==> config.mk <==
export PLATFORM = sky130hd
export DESIGN_NAME = mps_sequencer
export DESIGN_NICKNAME = d
export VERILOG_FILES = /design/src/design/mps_pkg.sv /design/src/design/mps_sequencer.sv
export SDC_FILE = /design/constraint.sdc
export NUM_CORES = 1
export LEC_CHECK = 0
export CAP_MARGIN = 20
export CORE_UTILIZATION = 55
export DETAILED_ROUTE_END_ITERATION = 8
export DONT_BUFFER_PORTS = 1
export GPL_ROUTABILITY_DRIVEN = 0
export PLACE_DENSITY = 0.73
export SLEW_MARGIN = 20
export SYNTH_ARGS = -nofsm -noshare
export SYNTH_HDL_FRONTEND = slang
export SYNTH_SLANG_ARGS = --single-unit
==> constraint.sdc <==
create_clock -name sys_clk -period 13 [get_ports sys_clk]
set_input_delay 2.6 -clock sys_clk [delete_from_list [all_inputs] [get_ports sys_clk]]
set_output_delay 2.6 -clock sys_clk [all_outputs]
set_load 0.1 [all_outputs]
==> src/design/mps_pkg.sv <==
// package: constants and types for the module power state sequencer
package mps_pkg;

  // power states
  typedef enum logic [1:0] {
    MPS_OFF   = 2'b00,
    MPS_ON    = 2'b01,
    MPS_SLEEP = 2'b10
  } mps_state_t;

  // sequencing phases
  typedef enum logic [2:0] {
    MPS_SEQ_IDLE    = 3'b000,
    MPS_SEQ_SELF    = 3'b001,
    MPS_SEQ_CARRIER = 3'b010,
    MPS_SEQ_RUN     = 3'b011,
    MPS_SEQ_RESET   = 3'b100,
    MPS_SEQ_DROP    = 3'b101,
    MPS_SEQ_SELFOFF = 3'b110
  } mps_seq_t;

  // wake index space
  localparam int MPS_WAKE_W = 128;
  localparam int MPS_WAKE_PCIE = 1;
  localparam int MPS_WAKE_BT = 8;
  localparam int MPS_WAKE_WIFI = 9;
  localparam int MPS_WAKE_PWRBTN = 29;
  localparam int MPS_WAKE_USB_VBUS = 53;
  localparam int MPS_WAKE_BATTERY_LOW_IN_N = 56;
  localparam int MPS_WAKE_RECOVERY = 67;
  localparam int MPS_WAKE_SLEEP = 68;
  // internal wake sources (own indices above the connector range)
  localparam int MPS_WAKE_RTC = 100;
  localparam int MPS_WAKE_THERMAL = 101;
  localparam int MPS_WAKE_LOW_VIN = 102;
  localparam int MPS_WAKE_SD_CD = 103;

  // timing
  localparam int MPS_CLK_MHZ = 125;
  localparam int MPS_BTN_HOLD_S = 7;
  localparam longint MPS_BTN_HOLD_CYC =
    longint'(MPS_BTN_HOLD_S) * 64'd1000000 * longint'(MPS_CLK_MHZ);
  localparam int MPS_STEP_NS = 1000;
  localparam int MPS_STEP_CYC = (MPS_STEP_NS * MPS_CLK_MHZ) / 1000;

  // register byte offsets
  localparam logic [11:0] MPS_REG_CTRL = 12'h000;
  localparam logic [11:0] MPS_REG_STATUS = 12'h004;
  localparam logic [11:0] MPS_REG_TIMER = 12'h008;
  localparam logic [11:0] MPS_REG_WAKE_EN0 = 12'h010;
  localparam logic [11:0] MPS_REG_WAKE_ST0 = 12'h020;

  // control register bits (write 1 to act on bits 0 and 1; bits 2 and 3 are levels)
  localparam int MPS_CTRL_SHUTDOWN = 0;
  localparam int MPS_CTRL_SLEEP = 1;
  localparam int MPS_CTRL_SW_UP = 2;
  localparam int MPS_CTRL_CHG_ON = 3;

  localparam logic [31:0] MPS_ZERO = 32'h0000_0000;

  // apb request bundle
  typedef struct packed {
    logic psel;
    logic penable;
    logic pwrite;
    logic [11:0] paddr;
    logic [31:0] pwdata;
  } mps_apb_req_t;

  // environment indications
  typedef struct packed {
    logic thermal_unsafe;
    logic brown_out;
    logic temp_hot;
    logic temp_cold;
    logic low_vin;
  } mps_env_t;

endpackage : mps_pkg

==> src/design/mps_sequencer.sv <==
// module power state sequencer with apb control registers
//
// Chosen here: register access over APB and the register offsets.
`timescale 1ns/10ps

// What this block does
// - power self first, then raise carrier enable
// - release system reset after carrier enable
// - shutdown: assert reset, then drop carrier enable
// - carrier drops supplies, then module powers off
// - three states off, on, sleep; off default
// - off to on on button rise, power good
// - optional power on from charger present
// - off only from on; 7 s button hold
// - software shutdown only in on, software running
// - unsafe temperature shuts down from any state
// - brown-out below 5V shuts down anywhere
// - sleep only from on by software command
// - outputs hold their level during sleep
// - wake event returns to on without reboot
// - timer programmed at sleep entry wakes on expiry
// - hot or cold limit crossing wakes sleep
// - low input voltage can wake sleep
// - usb, sd, wlan, bt wakes individually enabled
// - connector wakes use fixed wake indices
module mps_sequencer
  import mps_pkg::*;
#(
  parameter longint BTN_HOLD_CYC = MPS_BTN_HOLD_CYC
) (
  // clock and reset
  input wire logic sys_clk,
  input wire logic reset,
  // apb slave
  input wire mps_apb_req_t apb_req,
  output logic [31:0] prdata,
  output logic pready,
  output logic pslverr,
  // carrier side pins
  input wire logic power_button_in_n,
  input wire logic input_power_bad_n,
  input wire logic charger_present_n,
  input wire logic recovery_strap_in_n,
  input wire logic pcie_wake_request_n,
  input wire logic battery_low_in_n,
  input wire logic sleep_request_n,
  output logic carrier_power_enable_out,
  output logic system_reset_out_n,
  // on-module sources
  input wire mps_env_t env,
  input wire logic usb_vbus_detect,
  input wire logic sd_card_detect,
  input wire logic wlan_wake,
  input wire logic bt_wake,
  input wire logic self_power_good,
  // power state status
  output logic self_power_enable,
  output mps_state_t power_state
);

  ////////////////////////////////////////////////////////////////////////////
  // declarations

  mps_seq_t seq;
  logic btn_prev;
  logic [39:0] hold_cnt;
  logic [7:0] step_cnt;
  logic [31:0] timer_load;
  logic [31:0] timer_cnt;
  logic timer_run;
  logic sw_running;
  logic charger_on_en;
  logic [MPS_WAKE_W-1:0] wake_en;
  logic [MPS_WAKE_W-1:0] wake_raw;
  logic [MPS_WAKE_W-1:0] wake_st;
  logic [MPS_WAKE_W-1:0] wake_clr;
  logic wake_hit;
  logic btn_rise;
  logic power_ok;
  logic forced_off;
  logic off_event;
  logic on_event;
  logic step_done;
  logic wr_en;
  logic rd_en;
  logic cmd_shutdown;
  logic cmd_sleep;
  logic [31:0] next_prdata;
  logic addr_ok;

  function automatic logic [1:0] word_sel(input logic [11:0] a,
                                          input logic [11:0] base);
    logic [11:0] d;
    d = a - base;
    word_sel = d[3:2];
  endfunction : word_sel

  function automatic logic in_bank(input logic [11:0] a,
                                   input logic [11:0] base);
    in_bank = (a >= base) && (a < base + 12'h010);
  endfunction : in_bank

  ////////////////////////////////////////////////////////////////////////////
  // apb decode; single-cycle access, no wait states

  assign pready = 1'b1;
  assign wr_en = apb_req.psel && apb_req.penable && apb_req.pwrite;
  assign rd_en = apb_req.psel && !apb_req.pwrite;
  assign addr_ok = (apb_req.paddr == MPS_REG_CTRL) ||
                   (apb_req.paddr == MPS_REG_STATUS) ||
                   (apb_req.paddr == MPS_REG_TIMER) ||
                   in_bank(apb_req.paddr, MPS_REG_WAKE_EN0) ||
                   in_bank(apb_req.paddr, MPS_REG_WAKE_ST0);
  assign pslverr = apb_req.psel && apb_req.penable &&
                   (!addr_ok || apb_req.paddr[1:0] != 2'b00);
  assign cmd_shutdown = wr_en && apb_req.paddr == MPS_REG_CTRL &&
                        apb_req.pwdata[MPS_CTRL_SHUTDOWN];
  assign cmd_sleep = wr_en && apb_req.paddr == MPS_REG_CTRL &&
                     apb_req.pwdata[MPS_CTRL_SLEEP];

  always_comb begin
    next_prdata = MPS_ZERO;
    if (apb_req.paddr == MPS_REG_CTRL) begin
      next_prdata[MPS_CTRL_SW_UP] = sw_running;
      next_prdata[MPS_CTRL_CHG_ON] = charger_on_en;
    end else if (apb_req.paddr == MPS_REG_STATUS) begin
      next_prdata = {20'h00000, 1'b0, timer_run, system_reset_out_n,
                     carrier_power_enable_out, 1'b0, seq, 2'b00,
                     power_state};
    end else if (apb_req.paddr == MPS_REG_TIMER) begin
      next_prdata = timer_cnt;
    end else if (in_bank(apb_req.paddr, MPS_REG_WAKE_EN0)) begin
      next_prdata = wake_en[word_sel(apb_req.paddr, MPS_REG_WAKE_EN0)*32
                            +: 32];
    end else if (in_bank(apb_req.paddr, MPS_REG_WAKE_ST0)) begin
      next_prdata = wake_st[word_sel(apb_req.paddr, MPS_REG_WAKE_ST0)*32
                            +: 32];
    end
  end

  // read data registered in setup so it is stable in the access phase
  always_ff @(posedge sys_clk or posedge reset) begin
    if (reset) begin
      prdata <= 32'h0000_0000;
    end else if (rd_en && !apb_req.penable) begin
      prdata <= next_prdata;
    end
  end

  ////////////////////////////////////////////////////////////////////////////
  // software control registers

  always_ff @(posedge sys_clk or posedge reset) begin
    if (reset) begin
      sw_running <= 1'b0;
      charger_on_en <= 1'b0;
      timer_load <= 32'h0000_0000;
      wake_en <= '0;
    end else begin
      if (wr_en && apb_req.paddr == MPS_REG_CTRL) begin
        sw_running <= apb_req.pwdata[MPS_CTRL_SW_UP];
        charger_on_en <= apb_req.pwdata[MPS_CTRL_CHG_ON];
      end else if (power_state == MPS_OFF) begin
        sw_running <= 1'b0; // software must re-announce after boot
      end
      if (wr_en && apb_req.paddr == MPS_REG_TIMER) begin
        timer_load <= apb_req.pwdata;
      end
      if (wr_en && in_bank(apb_req.paddr, MPS_REG_WAKE_EN0)) begin
        wake_en[word_sel(apb_req.paddr, MPS_REG_WAKE_EN0)*32 +: 32]
          <= apb_req.pwdata;
      end
    end
  end

  ////////////////////////////////////////////////////////////////////////////
  // wake sources mapped to their indices

  always_comb begin
    wake_raw = '0;
    wake_raw[MPS_WAKE_PCIE] = !pcie_wake_request_n;
    wake_raw[MPS_WAKE_PWRBTN] = !power_button_in_n;
    wake_raw[MPS_WAKE_RECOVERY] = !recovery_strap_in_n;
    wake_raw[MPS_WAKE_SLEEP] = !sleep_request_n;
    wake_raw[MPS_WAKE_BATTERY_LOW_IN_N] = !battery_low_in_n;
    wake_raw[MPS_WAKE_USB_VBUS] = usb_vbus_detect;
    wake_raw[MPS_WAKE_WIFI] = wlan_wake;
    wake_raw[MPS_WAKE_BT] = bt_wake;
    wake_raw[MPS_WAKE_SD_CD] = sd_card_detect;
    wake_raw[MPS_WAKE_RTC] = timer_run && timer_cnt == 32'h0000_0001;
    wake_raw[MPS_WAKE_THERMAL] = env.temp_hot || env.temp_cold;
    wake_raw[MPS_WAKE_LOW_VIN] = env.low_vin;
  end

  assign wake_hit = |(wake_raw & wake_en);

  always_comb begin
    wake_clr = '0;
    if (wr_en && in_bank(apb_req.paddr, MPS_REG_WAKE_ST0)) begin
      wake_clr[word_sel(apb_req.paddr, MPS_REG_WAKE_ST0)*32 +: 32] =
        apb_req.pwdata;
    end
  end

  // sticky wake status, cleared by writing one; a new event wins
  always_ff @(posedge sys_clk or posedge reset) begin
    if (reset) begin
      wake_st <= '0;
    end else if (power_state == MPS_SLEEP) begin
      wake_st <= (wake_st & ~wake_clr) | (wake_raw & wake_en);
    end else begin
      wake_st <= wake_st & ~wake_clr;
    end
  end

  // always-on timer, loaded at sleep entry
  always_ff @(posedge sys_clk or posedge reset) begin
    if (reset) begin
      timer_cnt <= 32'h0000_0000;
      timer_run <= 1'b0;
    end else if (cmd_sleep && power_state == MPS_ON) begin
      timer_cnt <= timer_load;
      timer_run <= timer_load != 32'h0000_0000;
    end else if (power_state != MPS_SLEEP) begin
      timer_run <= 1'b0;
    end else if (timer_run) begin
      timer_cnt <= timer_cnt - 32'h0000_0001;
      timer_run <= timer_cnt != 32'h0000_0001;
    end
  end

  ////////////////////////////////////////////////////////////////////////////
  // events

  assign btn_rise = power_button_in_n && !btn_prev;
  assign power_ok = input_power_bad_n;
  assign forced_off = env.thermal_unsafe || env.brown_out;
  assign on_event = power_ok && (btn_rise ||
                    (charger_on_en && !charger_present_n));
  assign off_event = (power_state == MPS_ON && seq == MPS_SEQ_RUN &&
                      (hold_cnt >= 40'(BTN_HOLD_CYC) ||
                       (cmd_shutdown && sw_running)));
  assign step_done = step_cnt == 8'(MPS_STEP_CYC - 1);

  always_ff @(posedge sys_clk or posedge reset) begin
    if (reset) begin
      btn_prev <= 1'b1;
      hold_cnt <= 40'h00_0000_0000;
    end else begin
      btn_prev <= power_button_in_n;
      if (power_button_in_n || power_state != MPS_ON) begin
        hold_cnt <= 40'h00_0000_0000;
      end else if (hold_cnt < 40'(BTN_HOLD_CYC)) begin
        hold_cnt <= hold_cnt + 40'h00_0000_0001;
      end
    end
  end

  // spacing between sequencing steps
  always_ff @(posedge sys_clk or posedge reset) begin
    if (reset) begin
      step_cnt <= 8'h00;
    end else if (seq == MPS_SEQ_IDLE || seq == MPS_SEQ_RUN || step_done) begin
      step_cnt <= 8'h00;
    end else begin
      step_cnt <= step_cnt + 8'h01;
    end
  end

  ////////////////////////////////////////////////////////////////////////////
  // power state and sequencing

  always_ff @(posedge sys_clk or posedge reset) begin
    if (reset) begin
      power_state <= MPS_OFF;
      seq <= MPS_SEQ_IDLE;
    end else if (forced_off && seq != MPS_SEQ_IDLE &&
                 seq != MPS_SEQ_RESET && seq != MPS_SEQ_DROP &&
                 seq != MPS_SEQ_SELFOFF) begin
      seq <= MPS_SEQ_RESET;
      // leave sleep first, so off is only ever entered from on
      if (power_state == MPS_SLEEP) begin
        power_state <= MPS_ON;
      end
    end else begin
      case (seq)
        MPS_SEQ_IDLE: begin
          if (on_event && !forced_off) begin
            seq <= MPS_SEQ_SELF;
          end
        end
        MPS_SEQ_SELF: begin
          if (self_power_good && step_done) begin
            seq <= MPS_SEQ_CARRIER;
          end
        end
        MPS_SEQ_CARRIER: begin
          if (step_done) begin
            seq <= MPS_SEQ_RUN;
            power_state <= MPS_ON;
          end
        end
        MPS_SEQ_RUN: begin
          if (power_state == MPS_SLEEP) begin
            if (wake_hit) begin
              power_state <= MPS_ON;
            end
          end else if (off_event) begin
            seq <= MPS_SEQ_RESET;
          end else if (cmd_sleep) begin
            power_state <= MPS_SLEEP;
          end
        end
        MPS_SEQ_RESET: begin
          if (step_done) begin
            seq <= MPS_SEQ_DROP;
          end
        end
        MPS_SEQ_DROP: begin
          if (step_done) begin
            seq <= MPS_SEQ_SELFOFF;
          end
        end
        MPS_SEQ_SELFOFF: begin
          if (step_done) begin
            seq <= MPS_SEQ_IDLE;
            power_state <= MPS_OFF;
          end
        end
        default: begin
          seq <= MPS_SEQ_IDLE;
          power_state <= MPS_OFF;
        end
      endcase
    end
  end

  // outputs follow the phase only; sleep changes no phase, so they hold
  always_ff @(posedge sys_clk or posedge reset) begin
    if (reset) begin
      self_power_enable <= 1'b0;
      carrier_power_enable_out <= 1'b0;
      system_reset_out_n <= 1'b0;
    end else begin
      self_power_enable <= seq != MPS_SEQ_IDLE;
      carrier_power_enable_out <= seq == MPS_SEQ_CARRIER ||
        seq == MPS_SEQ_RUN || seq == MPS_SEQ_RESET;
      system_reset_out_n <= seq == MPS_SEQ_RUN;
    end
  end

endmodule : mps_sequencer

After elaboration in Yosys (flattened, before gate mapping)
Index checks and enable logic that the tools add are counted.
W data, S select, Z words.
Storage, ports and cells
  memories kept: 0
  bits in registers: 412
  latch bits: 0
  ROM bits: 0
  bits in writable memories: 0
Operators by class
  shift-type cells: 6
  bitwise logic cells: 5
  multipliers: 0
  div/mod/pow operators: 0
  order comparisons: 6
  muxes and demuxes: 40
  $add $sub $neg: 7
  equality and inequality tests: 32
  reductions and logical operators: 66
Operators by type and width (number)
  $and A128 B128 Y128: 2
  $mux W128: 2
  $shift A32 B34 Y128 const A: 2
  $shiftx A128 B8 Y32: 2
  $shiftx A32 B34 Y128: 2
  $mux W32: 7
  $and A104 B128 Y128: 1
  $bwmux W128: 1
  $not A128 Y128: 1
  $or A128 B128 Y128: 1
  $reduce_or A128 Y1: 1
  $mux W40: 2
  $neg A7 Y34: 2
  $add A40 B1 Y40 const B: 1
  $ge A40 B30 Y1 const B: 1
  $lt A40 B30 Y1 const B: 1
  $eq A32 B1 Y1 const B: 1
  $ne A32 B1 Y1 const B: 1
  $reduce_bool A32 Y1: 1
  $sub A32 B1 Y32 const B: 1
  $ne A3 B3 Y1 const B: 10
  $mux W28: 1
  $logic_and A1 B1 Y1: 27
  $mux W3: 9
  34 further kinds: 82

Longest topological paths before layout
  depth after elaboration: 11
  depth in mapped cells: 13
  mapped depth without buffers: 8

Worst setup path after synthesis
No wires, ideal clock.
  path kind: input to output
  start point: in apb_req[35] (netlist name)
  end point: out pslverr
  path slack: 4.800 ns
  path buffers: 3
  stages: 9
  data arrival time: 5.600 ns
  cell sequence: clkbuf_1 -> clkbuf_1 -> inv_1 -> ha_1 -> clkbuf_1 -> nor2_1 -> and3b_1 -> a21oi_1 -> a21oi_1
On the way
  word-level cells in the longest chain between the ends: 8
  elaborated cells on any way between the ends: 16
Ends and longest elaborated chain
  from (decl): line mps_sequencer.sv:35  | input wire mps_apb_req_t apb_req,
  branches (longest 4 deep; another with $ge A12 B5 Y1)
  $logic_or A1 B1 Y1 (*): line mps_sequencer.sv:112  | in_bank(apb_req.paddr, MPS_REG_WAKE_EN0) ||
  $logic_not A1 Y1 (*): line mps_sequencer.sv:115  | (!addr_ok || apb_req.paddr[1:0] != 2'b00);
  $logic_or A1 B1 Y1 (*): line mps_sequencer.sv:115
  $logic_and A1 B1 Y1 (*): line mps_sequencer.sv:114  | assign pslverr = apb_req.psel && apb_req.penable &&
  to (decl): line mps_sequencer.sv:38  | output logic pslverr,
Every way passes the cells marked *.

Worst setup path after layout
Ends and elaborated chain as after synthesis.

==> impl_metrics.toml <==
[outcome]
status = "completed"

[detailed_routing]
viasPerCell = 6.74
drtIter0Drc = 1633
vias = 14388
route.detailed.drc = 0
wl_um = 54300
drtAntennaViolNets = 0
firstDrtPassIters = 8
wl_per_cell_um = 25.4

[pwr]
power_frac_seq = 0.478
p_per_area_nw_per_um2 = 140
power_leakage_nw = 8.93
peakVddDrop_mv = 0.0980
p_comb_frac = 0.077
p_clk_frac = 0.445
p_sw_frac = 0.263
p_int_mw = 2.16
p_sw_mw = 0.772

[synth]
synth-async-reset-ratio = 1.00
netlist.area_leader.share = 0.537
synth_seq_area_share = 0.539
syn_inst = 1698
yosysWarnings = 0
synth_area_leaders = "dfrtp_1 (54%), mux4_2 (7.3%), nand2_1 (4.1%)"
synth_nets = 1774
yosys-top-cells-count = "dfrtp_1 (411), nand2_1 (211), a21boi_0 (102), o31ai_1 (98), clkbuf_1 (93)"
yosysMostFrequentCell = "dfrtp_1"
synth-main-ff-cell = "dfrtp_1"
ys_ff_latch = 412
synth-edff-count = 0
yosysTopAreaCell = "dfrtp_1"
synth_area_um2 = 19100
synth.distinct_cells = 77
avgSynthCellArea_um2 = 11.3

[placement]
place.port_buffers = 0
placed_cells = 2053
placed_area_um2 = 19500
hpwlAfterDp_um = 33600

[sta]
drv_slew = 0
clock_skew_ns = 0.0283
post-route-period-util = 0.536
slew_headroom = 0.204
worst_pin_slew_ns = 1.19
setup_viol = 0
fin_setup_tns_ns = 0
period_needed_ns = 6.97
hold_violations = 0
fmax_mhz = 143
rsz0062_at_grt = "false"

[die]
ios = 105
die_y_um = 189
die_area_um2 = 35500
core_area_um2 = 33900
fp.dieW_um = 189
row_count = 67
start_util = 0.565

[critical_path]
start_kind = "input pin"
path_max_fanout = 65
critPathKind = "in -> out"
arrival_ns = 4.37
critical_path_required_ns = 10.40
crit_path_end_kind = "output pin"

[global_route]
grt_first_pass_wirelength_um = 85800
grt_pass1_vias = 14356
gr-max-usage-layer = "met2"
grt_use_met1 = 0.435
grtUsageMet2 = 0.485
grt-ovfl-total = 0
antenna_found_initial = 4
grt.total_usage = 0.314
globalRouteMet3Util = 0.0730
grt_max_degree = 164

[final_layout]
stdcell_count = 2136
nets = 1727
fin_area_um2 = 21000
area_growth_pct = 9.55
fin_util = 0.619
layout-drive-gt1-share = 0.133

[flow_run]
cap_violations = 0

[clocking]
insertion_delay_ns = 0.58
hold_buffers = 0
post_cts_buffers = 0
cts.sinks = 412
numCtsBuffers = 44
cts_max_level = 2
cts_buffer_depth = 3
cts_resized = 0
path_clk_slew_ns = 0.06
cts_tree = "yes"
root_buffer = "clkbuf_16"

[min_path]
min_path_type = "reg -> reg"
## routing by layer
layer,share of wire,up-vias
li1,-,6197
met1,0.41,7355
met2,0.47,705
met3,0.089,127
met4,0.032,4
met5,0.00057,-
## cells by family after synthesis
kind of cell | after synthesis | synth area share
AO/OA/AOI/OAI | 497 | 0.184
multiplexers | 101 | 0.0957
XOR/XNOR | 30 | 0.0137
flip-flops | 412 | 0.539
buffers and inverters | 136 | 0.0290
other | 1 | 0.000196
AND/OR/NAND/NOR | 511 | 0.132
adder cells (fa/ha/maj) | 10 | 0.00654
## worst max-delay path: stages
cell and delay (ns):
inv_1 0.06, ha_1 0.26, nor2_1 0.28, and3b_1 0.22, a21oi_1 0.06, a21oi_2 0.89
## area by class of cell
| cell class | count | area (um2) |
|---|---|---|
| Fill cell | 2666 | 12900 |
| Sequential cell | 412 | 10300 |
| Multi-Input combinational cell | 1150 | 8320 |
| Clock buffer | 63 | 1300 |
| Tap cell | 448 | 561 |
| Clock inverter | 18 | 203 |
| Timing Repair Buffer | 22 | 178 |
| Inverter | 21 | 82.6 |
| Antenna cell | 2 | 5.00 |
## cell usage in the layout (no fill, tap or decap), types with 20 or more instances in the layout
cell type	Yosys	routed
a21boi_0	102	102
a21oi_1	47	46
a22o_1	41	41
and3_1	21	21
buf_4	5	21
clkbuf_16	0	45
dfrtp_1	411	411
inv_1	21	20
mux2_2	35	35
mux4_2	62	62
nand2_1	211	206
nand2b_1	43	43
nand3_1	27	27
nor2_1	77	76
nor2b_1	30	29
o21ai_0	90	90
o31ai_1	98	98
xnor2_1	26	26
## through the flow
stage | power, mW | setup slack, ns | hold WS (ns)
2_1_floorplan | 1.59 | 4.80 | 0.443
6_report | 2.94 | 6.03 | 0.478
3_3_place_gp | 1.64 | 6.07 | 0.454
4_1_cts | 2.94 | 6.04 | 0.475
5_1_grt | 3.03 | 5.95 | 0.494
3_5_place_dp | 1.65 | 6.04 | 0.462
## sequential cells by signal, summed over array words and instances (netlist names)
signal and cells:
timer_cnt 32, prdata 32, wake_en 128, charger_on_en 1
sw_running 1, step_cnt 8, wake_st 128, btn_prev 1
seq 3, system_reset_out_n 1, timer_run 1, carrier_power_enable_out 1
timer_load 32, power_state 2, hold_cnt 40, self_power_enable 1
## final timing paths
check                                     from           end  slack (ns)  cells past startpoint
worst max-delay path               apb_req[35]       pslverr        6.03                      6
worst min-delay path              wake_en[121]  wake_en[121]        0.48                      2
max in group asynchronous                reset   wake_st[19]        8.74                      3
min in group asynchronous                reset   hold_cnt[9]        2.08                      1
worst min register to register    wake_en[121]  wake_en[121]        0.48                      2
worst max register to register  power_state[0]  hold_cnt[27]        9.43                      4
## power by group through the flow
stage	sequential [mW]	clock (mW)	combinational, mW
2_1_floorplan	1.41	0	0.177
3_3_place_gp	1.42	0	0.218
3_5_place_dp	1.42	0	0.225
4_1_cts	1.40	1.32	0.225
5_1_grt	1.41	1.37	0.250
6_report	1.40	1.31	0.226
Power figures use the tool's default switching activity.
